[config.mk]
export PLATFORM = sky130hd
export DESIGN_NAME = aie_execute
export DESIGN_NICKNAME = d
export VERILOG_FILES = /design/src/inc/aie_pkg.sv /design/src/rtl/aie_execute.sv /design/src/rtl/aie_adder.sv
export VERILOG_INCLUDE_DIRS = /design/src /design/src/inc
export SDC_FILE = /design/constraint.sdc
export NUM_CORES = 2
export LEC_CHECK = 0
export BUFFER_PORTS_ARGS = -buffer_cell sky130_fd_sc_hd__buf_4
export CAP_MARGIN = 0
export CORE_MARGIN = 2
export CORE_UTILIZATION = 45
export DETAILED_ROUTE_END_ITERATION = 7
export HOLD_SLACK_MARGIN = 0.12
export SYNTH_ARGS = -nofsm -noshare
export SYNTH_HDL_FRONTEND = slang
export SYNTH_SLANG_ARGS = --single-unit
[constraint.sdc]
create_clock -name sys_clk -period 2.62 [get_ports sys_clk]
set_input_delay 0.131 -clock sys_clk [delete_from_list [all_inputs] [get_ports sys_clk]]
set_output_delay 0.131 -clock sys_clk [all_outputs]
set_load 0.01 [all_outputs]
[src/inc/aie_consts.svh]
/*
 * Constants of the add-instruction execution datapath: opcode fields,
 * file depth, reset values and flag positions.
 * Assumes it is included by bare name by the design files.
 */
`ifndef AIE_CONSTS_SVH
`define AIE_CONSTS_SVH

// Field positions within the 14-bit instruction word.
`define AIE_IMM_TOP_HI   13
`define AIE_IMM_TOP_LO   9
`define AIE_IMM_TOP_VAL  5'h1f
`define AIE_FILE_TOP_HI  13
`define AIE_FILE_TOP_LO  8
`define AIE_FILE_TOP_VAL 6'h07
`define AIE_DEST_BIT     7
`define AIE_ADDR_HI      6
`define AIE_LIT_HI       7

// Number of file registers the datapath may address.
`define AIE_FILE_DEPTH   128

// Reset values.
`define AIE_ACC_RESET    8'h00
`define AIE_FLAG_RESET   1'b0
`define AIE_ADDR_RESET   7'h00
`define AIE_SFLAGS_RESET 3'h0
`define AIE_FILE_RESET   8'h00

// Bit positions of the flags inside the three-bit flag groups.
`define AIE_FLAG_C       2
`define AIE_FLAG_DC      1
`define AIE_FLAG_Z       0

`endif

[src/inc/aie_pkg.sv]
/*
 * Types of the add-instruction execution datapath.
 * Assumes the constants header sits beside it on the include path.
 */
package aie_pkg;

    // Phases of one instruction cycle.
    typedef enum logic [1:0] {
        AIE_Q1,
        AIE_Q2,
        AIE_Q3,
        AIE_Q4
    } aie_phase_t;

    // Kind of instruction held for the current cycle.
    typedef enum logic [1:0] {
        AIE_OP_NONE,
        AIE_OP_IMM,
        AIE_OP_FILE
    } aie_op_t;

endpackage : aie_pkg

[src/rtl/aie_execute.sv]
/*
 * Execution datapath for the immediate add and the file add, with the
 * accumulator, the file registers and the three arithmetic flags.
 * Assumes one instruction word is presented, held stable, while the
 * phase counter is in the first phase; other words execute as no-ops.
 */
`timescale 1ns/1ps
`include "aie_consts.svh"

module aie_execute
(
    input  wire logic        sys_clk,         // Core clock.
    input  wire logic        rst,             // Synchronous reset.
    input  wire logic [13:0] instr,           // Instruction word.
    output logic      [1:0]  phase,           // Current phase, 0 to 3.
    output logic      [7:0]  accumulator,     // Accumulator contents.
    output logic             carry_flag,      // Carry flag.
    output logic             half_carry_flag, // Half-carry flag.
    output logic             zero_flag,       // Zero flag.
    input  wire logic [6:0]  peek_addr,       // File register to observe.
    output logic      [7:0]  peek_data        // Observed file register.
);

    ////////////////////////////////////////////////////////////////////////
    // State.
    ////////////////////////////////////////////////////////////////////////

    aie_pkg::aie_phase_t state;       // Current phase.
    aie_pkg::aie_phase_t next_state;  // Next phase.
    aie_pkg::aie_op_t    op;          // Decoded instruction kind.
    aie_pkg::aie_op_t    next_op;     // Next decoded kind.
    logic [7:0]          operand;     // Fetched second operand.
    logic [7:0]          next_operand;
    logic                dest;        // Destination bit latched.
    logic                next_dest;
    logic [6:0]          addr;        // File address latched.
    logic [6:0]          next_addr;
    logic [7:0]          result;      // Computed sum.
    logic [7:0]          next_result;
    logic [2:0]          flags;       // Carry, half-carry, zero computed.
    logic [2:0]          next_flags;
    logic [7:0]          acc;         // Accumulator register.
    logic [7:0]          next_acc;
    logic [2:0]          sflags;      // Architectural flags.
    logic [2:0]          next_sflags;
    logic [7:0]          file_mem [`AIE_FILE_DEPTH]; // File registers.
    logic [7:0]          lit;         // Literal field.
    logic                file_we;     // File write strobe in fourth phase.
    logic [7:0]          add_sum;     // Adder sum.
    logic                add_c;       // Adder carry.
    logic                add_dc;      // Adder half-carry.
    logic                add_z;       // Adder zero.

    // Decode an instruction word into its kind.
    function automatic aie_pkg::aie_op_t aie_decode(input logic [13:0] w);
        if (w[`AIE_IMM_TOP_HI:`AIE_IMM_TOP_LO] == `AIE_IMM_TOP_VAL)
            return aie_pkg::AIE_OP_IMM;
        else if (w[`AIE_FILE_TOP_HI:`AIE_FILE_TOP_LO] == `AIE_FILE_TOP_VAL)
            return aie_pkg::AIE_OP_FILE;
        else
            return aie_pkg::AIE_OP_NONE;
    endfunction : aie_decode

    assign lit = instr[`AIE_LIT_HI:0];

    ////////////////////////////////////////////////////////////////////////
    // Adder.
    ////////////////////////////////////////////////////////////////////////

    // The adder always sums the accumulator with the fetched operand.
    aie_adder u_adder
    (
        .op_a       (acc),
        .op_b       (operand),
        .sum        (add_sum),
        .carry      (add_c),
        .half_carry (add_dc),
        .zero       (add_z)
    );

    ////////////////////////////////////////////////////////////////////////
    // Phase sequencing and datapath next values.
    ////////////////////////////////////////////////////////////////////////

    // Walk the four phases and stage the datapath.
    always_comb
    begin
        next_state   = state;
        next_op      = op;
        next_operand = operand;
        next_dest    = dest;
        next_addr    = addr;
        next_result  = result;
        next_flags   = flags;
        next_acc     = acc;
        next_sflags  = sflags;
        file_we      = 1'b0;
        unique case (state)
            aie_pkg::AIE_Q1:
            begin
                // Decode and latch the fields.
                next_state = aie_pkg::AIE_Q2;
                next_op    = aie_decode(instr);
                next_dest  = instr[`AIE_DEST_BIT];
                next_addr  = instr[`AIE_ADDR_HI:0];
                next_operand = lit;
            end
            aie_pkg::AIE_Q2:
            begin
                // Read the file register for a file add; the literal was latched in Q1.
                next_state = aie_pkg::AIE_Q3;
                if (op == aie_pkg::AIE_OP_FILE)
                    next_operand = file_mem[addr];
            end
            aie_pkg::AIE_Q3:
            begin
                // Compute the sum and flags.
                next_state  = aie_pkg::AIE_Q4;
                next_result = add_sum;
                next_flags  = {add_c, add_dc, add_z};
            end
            aie_pkg::AIE_Q4:
            begin
                // Write the destination and the three flags.
                next_state = aie_pkg::AIE_Q1;
                if (op != aie_pkg::AIE_OP_NONE)
                    next_sflags = flags;
                if (op == aie_pkg::AIE_OP_IMM)
                    next_acc = result;
                else if (op == aie_pkg::AIE_OP_FILE && !dest)
                    next_acc = result;
                else if (op == aie_pkg::AIE_OP_FILE)
                    file_we = 1'b1;
            end
        endcase
    end

    // Register the phase and datapath state.
    always_ff @(posedge sys_clk)
    begin
        if (rst)
        begin
            state   <= aie_pkg::AIE_Q1;
            op      <= aie_pkg::AIE_OP_NONE;
            operand <= `AIE_ACC_RESET;
            dest    <= `AIE_FLAG_RESET;
            addr    <= `AIE_ADDR_RESET;
            result  <= `AIE_ACC_RESET;
            flags   <= `AIE_SFLAGS_RESET;
            acc     <= `AIE_ACC_RESET;
            sflags  <= `AIE_SFLAGS_RESET;
        end
        else
        begin
            state   <= next_state;
            op      <= next_op;
            operand <= next_operand;
            dest    <= next_dest;
            addr    <= next_addr;
            result  <= next_result;
            flags   <= next_flags;
            acc     <= next_acc;
            sflags  <= next_sflags;
        end
    end

    // File registers clear on reset, so that no add ever reads an
    // unknown operand and every destination can be observed.
    always_ff @(posedge sys_clk)
    begin
        if (rst)
        begin
            for (int i = 0; i < `AIE_FILE_DEPTH; i++)
                file_mem[i] <= `AIE_FILE_RESET;
        end
        else if (file_we)
            file_mem[addr] <= result;
    end

    // Observation port for the file registers, registered.
    always_ff @(posedge sys_clk)
    begin
        if (rst)
            peek_data <= `AIE_FILE_RESET;
        else
            peek_data <= file_mem[peek_addr];
    end

    assign phase           = state;
    assign accumulator     = acc;
    assign carry_flag      = sflags[`AIE_FLAG_C];
    assign half_carry_flag = sflags[`AIE_FLAG_DC];
    assign zero_flag       = sflags[`AIE_FLAG_Z];

    ////////////////////////////////////////////////////////////////////////
    // Checks.
    ////////////////////////////////////////////////////////////////////////

    chk_imm_acc_write: assert property (@(posedge sys_clk) disable iff (rst)
        (state == aie_pkg::AIE_Q4 && op == aie_pkg::AIE_OP_IMM)
        |=> acc == $past(result))
        else $error("Immediate add did not write the accumulator.");

    chk_imm_decode: assert property (@(posedge sys_clk) disable iff (rst)
        (state == aie_pkg::AIE_Q1 &&
         instr[`AIE_IMM_TOP_HI:`AIE_IMM_TOP_LO] == `AIE_IMM_TOP_VAL)
        |=> op == aie_pkg::AIE_OP_IMM)
        else $error("Immediate add not decoded.");

    chk_phase_walk: assert property (@(posedge sys_clk) disable iff (rst)
        state == aie_pkg::AIE_Q1 |=> state == aie_pkg::AIE_Q2 ##1
        state == aie_pkg::AIE_Q3 ##1 state == aie_pkg::AIE_Q4 ##1
        state == aie_pkg::AIE_Q1)
        else $error("Phase sequence broken.");

    chk_file_sum: assert property (@(posedge sys_clk) disable iff (rst)
        (state == aie_pkg::AIE_Q3 && op == aie_pkg::AIE_OP_FILE)
        |=> result == $past(acc) + $past(operand))
        else $error("File add sum wrong.");

    chk_dest_acc: assert property (@(posedge sys_clk) disable iff (rst)
        (state == aie_pkg::AIE_Q4 && op == aie_pkg::AIE_OP_FILE && !dest)
        |-> !file_we ##1 acc == $past(result))
        else $error("Accumulator destination mishandled.");

    chk_dest_file: assert property (@(posedge sys_clk) disable iff (rst)
        (state == aie_pkg::AIE_Q4 && op == aie_pkg::AIE_OP_FILE && dest)
        |-> file_we ##1 $stable(acc))
        else $error("File destination mishandled.");

    chk_file_decode: assert property (@(posedge sys_clk) disable iff (rst)
        (state == aie_pkg::AIE_Q1 &&
         instr[`AIE_FILE_TOP_HI:`AIE_FILE_TOP_LO] == `AIE_FILE_TOP_VAL)
        |=> op == aie_pkg::AIE_OP_FILE &&
        addr == $past(instr[`AIE_ADDR_HI:0]))
        else $error("File add not decoded.");

    chk_file_write_phase: assert property (@(posedge sys_clk)
        disable iff (rst)
        file_we |-> state == aie_pkg::AIE_Q4)
        else $error("File write outside fourth phase.");

    chk_flags_hold: assert property (@(posedge sys_clk) disable iff (rst)
        (state != aie_pkg::AIE_Q4 || op == aie_pkg::AIE_OP_NONE)
        |=> $stable(sflags))
        else $error("Flags changed without an add.");

    chk_flag_zero: assert property (@(posedge sys_clk) disable iff (rst)
        state == aie_pkg::AIE_Q3 |=> flags[`AIE_FLAG_Z] ==
        (($past(acc) + $past(operand)) == 8'h00))
        else $error("Zero flag wrong.");

    chk_flag_carry: assert property (@(posedge sys_clk) disable iff (rst)
        state == aie_pkg::AIE_Q3 |=> flags[`AIE_FLAG_C] ==
        (({1'b0, $past(acc)} + {1'b0, $past(operand)}) > 9'h0ff))
        else $error("Carry flag wrong.");

endmodule : aie_execute

[src/rtl/aie_adder.sv]
/*
 * Eight-bit adder with carry, half-carry and zero outputs.
 * Assumes purely combinational use inside the execution datapath.
 */
`timescale 1ns/1ps
`include "aie_consts.svh"

module aie_adder
(
    input  wire logic [7:0] op_a,       // First addend.
    input  wire logic [7:0] op_b,       // Second addend.
    output logic      [7:0] sum,        // Eight-bit sum.
    output logic            carry,      // Carry out of bit 7.
    output logic            half_carry, // Carry out of bit 3.
    output logic            zero        // Sum equals zero.
);

    // Wide intermediate results so the carries can be read directly.
    logic [8:0] full_sum;   // Nine-bit sum.
    logic [4:0] nibble_sum; // Five-bit low-nibble sum.

    // Add the operands and derive the flags.
    always_comb
    begin
        full_sum   = {1'b0, op_a} + {1'b0, op_b};
        nibble_sum = {1'b0, op_a[3:0]} + {1'b0, op_b[3:0]};
        sum        = full_sum[7:0];
        carry      = full_sum[8];
        half_carry = nibble_sum[4];
        zero       = (full_sum[7:0] == 8'h00);
    end

endmodule : aie_adder

==> parameters.txt <==
Parameter                              Value

Clock tree
  Cell at the root of the clock tree    sky130_fd_sc_hd__clkbuf_16
  Sinks on the clock net    1081
  H-Tree Level Count    3
  Worst-skew pair later-pin latency    760 ps
  CTS Buffer Depth    3
  CTS tree    done
  Clock edge transition at the registers on the reported setup and hold paths    60 ps
  TritonCTS buffer count    114

Synthesis
  Area share of the largest cell type after synthesis    53.6%
  Sequential fraction of the synthesis area    55.5%
  Warnings, synthesis    0
  Largest cells by area after synthesis    sky130_fd_sc_hd__edfxtp_1, sky130_fd_sc_hd__mux4_2, sky130_fd_sc_hd__and2_1
  Synthesized cell area    57400 um2
  Most frequently used cell type in the post-synthesis netlist    sky130_fd_sc_hd__and2_1
  Number of enable flip-flop cells after synthesis    1024
  Share of synthesized registers carrying an async set or reset    0%
  Cell taking the most area after synthesis    sky130_fd_sc_hd__edfxtp_1
  Distinct cell type count of the synthesized netlist    70
  Syn_area_per_cell    14.2 um2
  Register bit count reported by yosys    1081
  Dominant register cell in the synthesized netlist    sky130_fd_sc_hd__edfxtp_1
  Synth Instances    4041
  Most used standard cells in the synthesized netlist    sky130_fd_sc_hd__and2_1, sky130_fd_sc_hd__edfxtp_1, sky130_fd_sc_hd__mux4_2
  Mapped Nets    4077

Power
  Proportion of power drawn by flip-flops and latches    44.3%
  Net switching power    13.0 mW
  Cell-internal power    32.9 mW
  Power density normalized to cell area    687 nW/um2
  Share of power burned in the clock network    36.2%
  Maximum VDD drop    0.000538 V
  Combinational cell fraction of total power    19.6%
  P_leak    23.5 nW
  Proportion of total power due to net switching    28.4%
  Overall power of the completed layout    46.0 mW

Worst hold path
  Worst min-delay path category    in -> reg

STA
  Minimum setup slack in the final design    -5.76 ps
  Number of pins exceeding their max-slew limit in the final report    0
  Final total negative setup slack    -7.89 ps
  Unrepaired setup endpoints after global routing    yes
  Period Utilization, post-route    100%
  Clock period minus worst slack    2630 ps
  Setup-failing EPs final    2
  Clock tree skew after final layout    36.4 ps
  Worst Tran Pin Value    859 ps
  Rel. slew slack    42.2%
  Fmax achieved    0.381 GHz
  Final count of hold timing violations    0

Critical path
  Critical Path AT    3230 ps
  Worst-path maximum fanout    8
  Crit start category    register
  Category of the worst setup path capture point    register
  Data required time of the worst path    3220 ps
  Crit Path Category    reg -> reg

Floorplan
  Top-level I/O count    44
  Initial standard-cell utilization of the core    45.2%
  Chip width    361 um
  DIE HEIGHT    361 um
  Number of standard-cell rows in the floorplan    131
  Total core area    127000 um2
  Full die area    130000 um2

Global route
  Initial antenna violation count    3
  Global-route wire length before repair    271 mm
  Global routing usage summed across all routing layers    28.8%
  Maximum number of pins on one net before global-route repair    77
  Number of global-route vias before repair    37300
  Leftover overflow at the end of global routing    0

Layout
  Final Instance Area    66900 um2
  Area grow syn2layout    16.5%
  Number of nets in the final layout    4355
  Proportion of layout cells with a drive suffix above 1    27.6%
  Final standard cell utilization of the core    52.7%

Flow run
  MaxCap Viol Count    0

Place
  Placer's final routability congestion estimate    0.960
  Dpl cell area    62500 um2
  Post-placement setup slack    -361 ps
  Total of buffers placed on input and output ports    43
  Detailed placement HPWL    133 mm

Detailed routing
  Post-detailed-routing wire length    189 mm
  WL per Instance    31.1 um
  Count of unresolved DRC violations after routing    0
  Via-to-Cell Ratio    6.30
  DR iter-0 viols    5117
  Detailed-routing iteration count for the pre-antenna-repair pass    5
  Total via count in the routed design    38300
  Number of nets with antenna violations after routing    0

Run status
  Run status    finished with violations
  Violated checks    negative setup slack
power groups by stage:
stage	logic [mW]	clock network [mW]	registers, mW
after floorplan	4.97	0	20.2
after global placement	8.46	0	20.7
after detailed placement	8.49	0	20.7
after CTS	8.69	16.8	20.3
after global routing	9.28	17.4	20.4
final	8.99	16.6	20.4
placed cells by master, fill, tap and decap left out, drive strengths merged, types with 4 or more instances in the layout:
master       netlist  final
nor2             184    184
a22o               4      4
bufinv             0     13
a21oi             93     93
nand2             52     52
mux2i            114    114
a31oi             12     12
nor4              30     30
ha                12     12
clkinv             0     45
o31a               4      4
clkbuf           242    146
o211ai             5      5
and2            1029   1029
a211oi            33     33
a32oi              4      4
a22oi            170    170
inv                9     12
o21ai            148    148
o221ai             8      8
o21a               6      6
nand3b             6      6
dlygate4sd3        0     17
buf              127    512
nor3               5      5
o22ai             62     62
dfxtp             57     57
mux2               8      8
a221oi            13     13
mux4             457    457
xnor2              5      5
clkinvlp           0      6
o31ai              4      4
nand2b            13     13
nand4              4      4
or2               11     11
nor2b             18     18
nand3             30     30
edfxtp          1024   1024
through the flow:
| step | hold WS, ps | cells |
|---|---|---|
| finish | 254 | 6078 |
| global route | 274 | 6076 |
| CTS | 216 | 6070 |
| detailed placement | 425 | 5834 |
| global placement | 420 | 5834 |
| floorplan | 279 | 4041 |
final timing paths:
path	start	endpoint	slack [ps]	cells past startpoint
setup / recovery	register	operand[7]	-6	7
setup reg to reg	register	operand[7]	-6	7
hold / removal	rst	accumulator[5]	250	3
hold reg to reg	flags[0]	flags[0]	480	2
state kept, by name, summed over array words and instances, names as in the netlist, named ones only:
signal	count
dest	1
addr	7
accumulator	8
peek_data	8
file_mem	1024
result	8
sflags	3
op	2
operand	8
phase	2
flags	3
cell type report:
class / instances / area [um2]
Antenna cell: 2 / 5.00
Clock buffer: 144 / 3080
Clock inverter: 67 / 702
Fill cell: 10400 / 60100
Inverter: 9 / 36.3
Multi-Input combinational cell: 2582 / 24000
Sequential cell: 1081 / 31900
Tap cell: 1662 / 2080
Timing Repair Buffer: 531 / 5040
cells by family (layout without fill, tap and decap cells):
| kind of cell | Yosys count | count (layout) | synth area share [%] |
|---|---|---|---|
| adders and majority gates | 13 | 13 | 0.296 |
| and+or+nand+nor | 1400 | 1400 | 14.3 |
| buffers and inverters | 378 | 751 | 3.09 |
| AOI/OAI and AO/OA | 585 | 585 | 6.55 |
| muxes | 579 | 579 | 20.2 |
| DFF | 1081 | 1081 | 55.5 |
| other | 0 | 2 | 0 |
| xor gates and xnor gates | 5 | 5 | 0.0763 |
metal layers:
metal | global-route usage (%) | share of wire (%) | routed length [um] | up-vias
li1 | - | - | - | 16200
met1 | 40.8 | 40 | 76000 | 19700
met2 | 45.1 | 46 | 87400 | 2134
met3 | 4.81 | 9.8 | 18500 | 302
met4 | 10.5 | 3.7 | 7040 | 2
met5 | 0 | 0.0069 | 13 | -
worst max-delay path, cell delays in order (launching register included):
cell and delay (ps):
sky130_fd_sc_hd__dfxtp_1 400, sky130_fd_sc_hd__or2_2 390, sky130_fd_sc_hd__or2_2 440, sky130_fd_sc_hd__buf_4 200, sky130_fd_sc_hd__a211oi_1 420, sky130_fd_sc_hd__nand2_1 260, sky130_fd_sc_hd__nand4_1 260, sky130_fd_sc_hd__o31ai_1 110
what timing repair did:
item / in CTS / in global routing
gates cloned: 0 / 1
resized for setup: 18 / 50
hold buffers: 17 / 0
buffers inserted: 8 / 5
hold endpoints to repair: 57 / 0
endpoints found under the setup margin: 17 / 179
pin swaps: 0 / 3
Note: power is estimated with default switching activity, not from simulation.
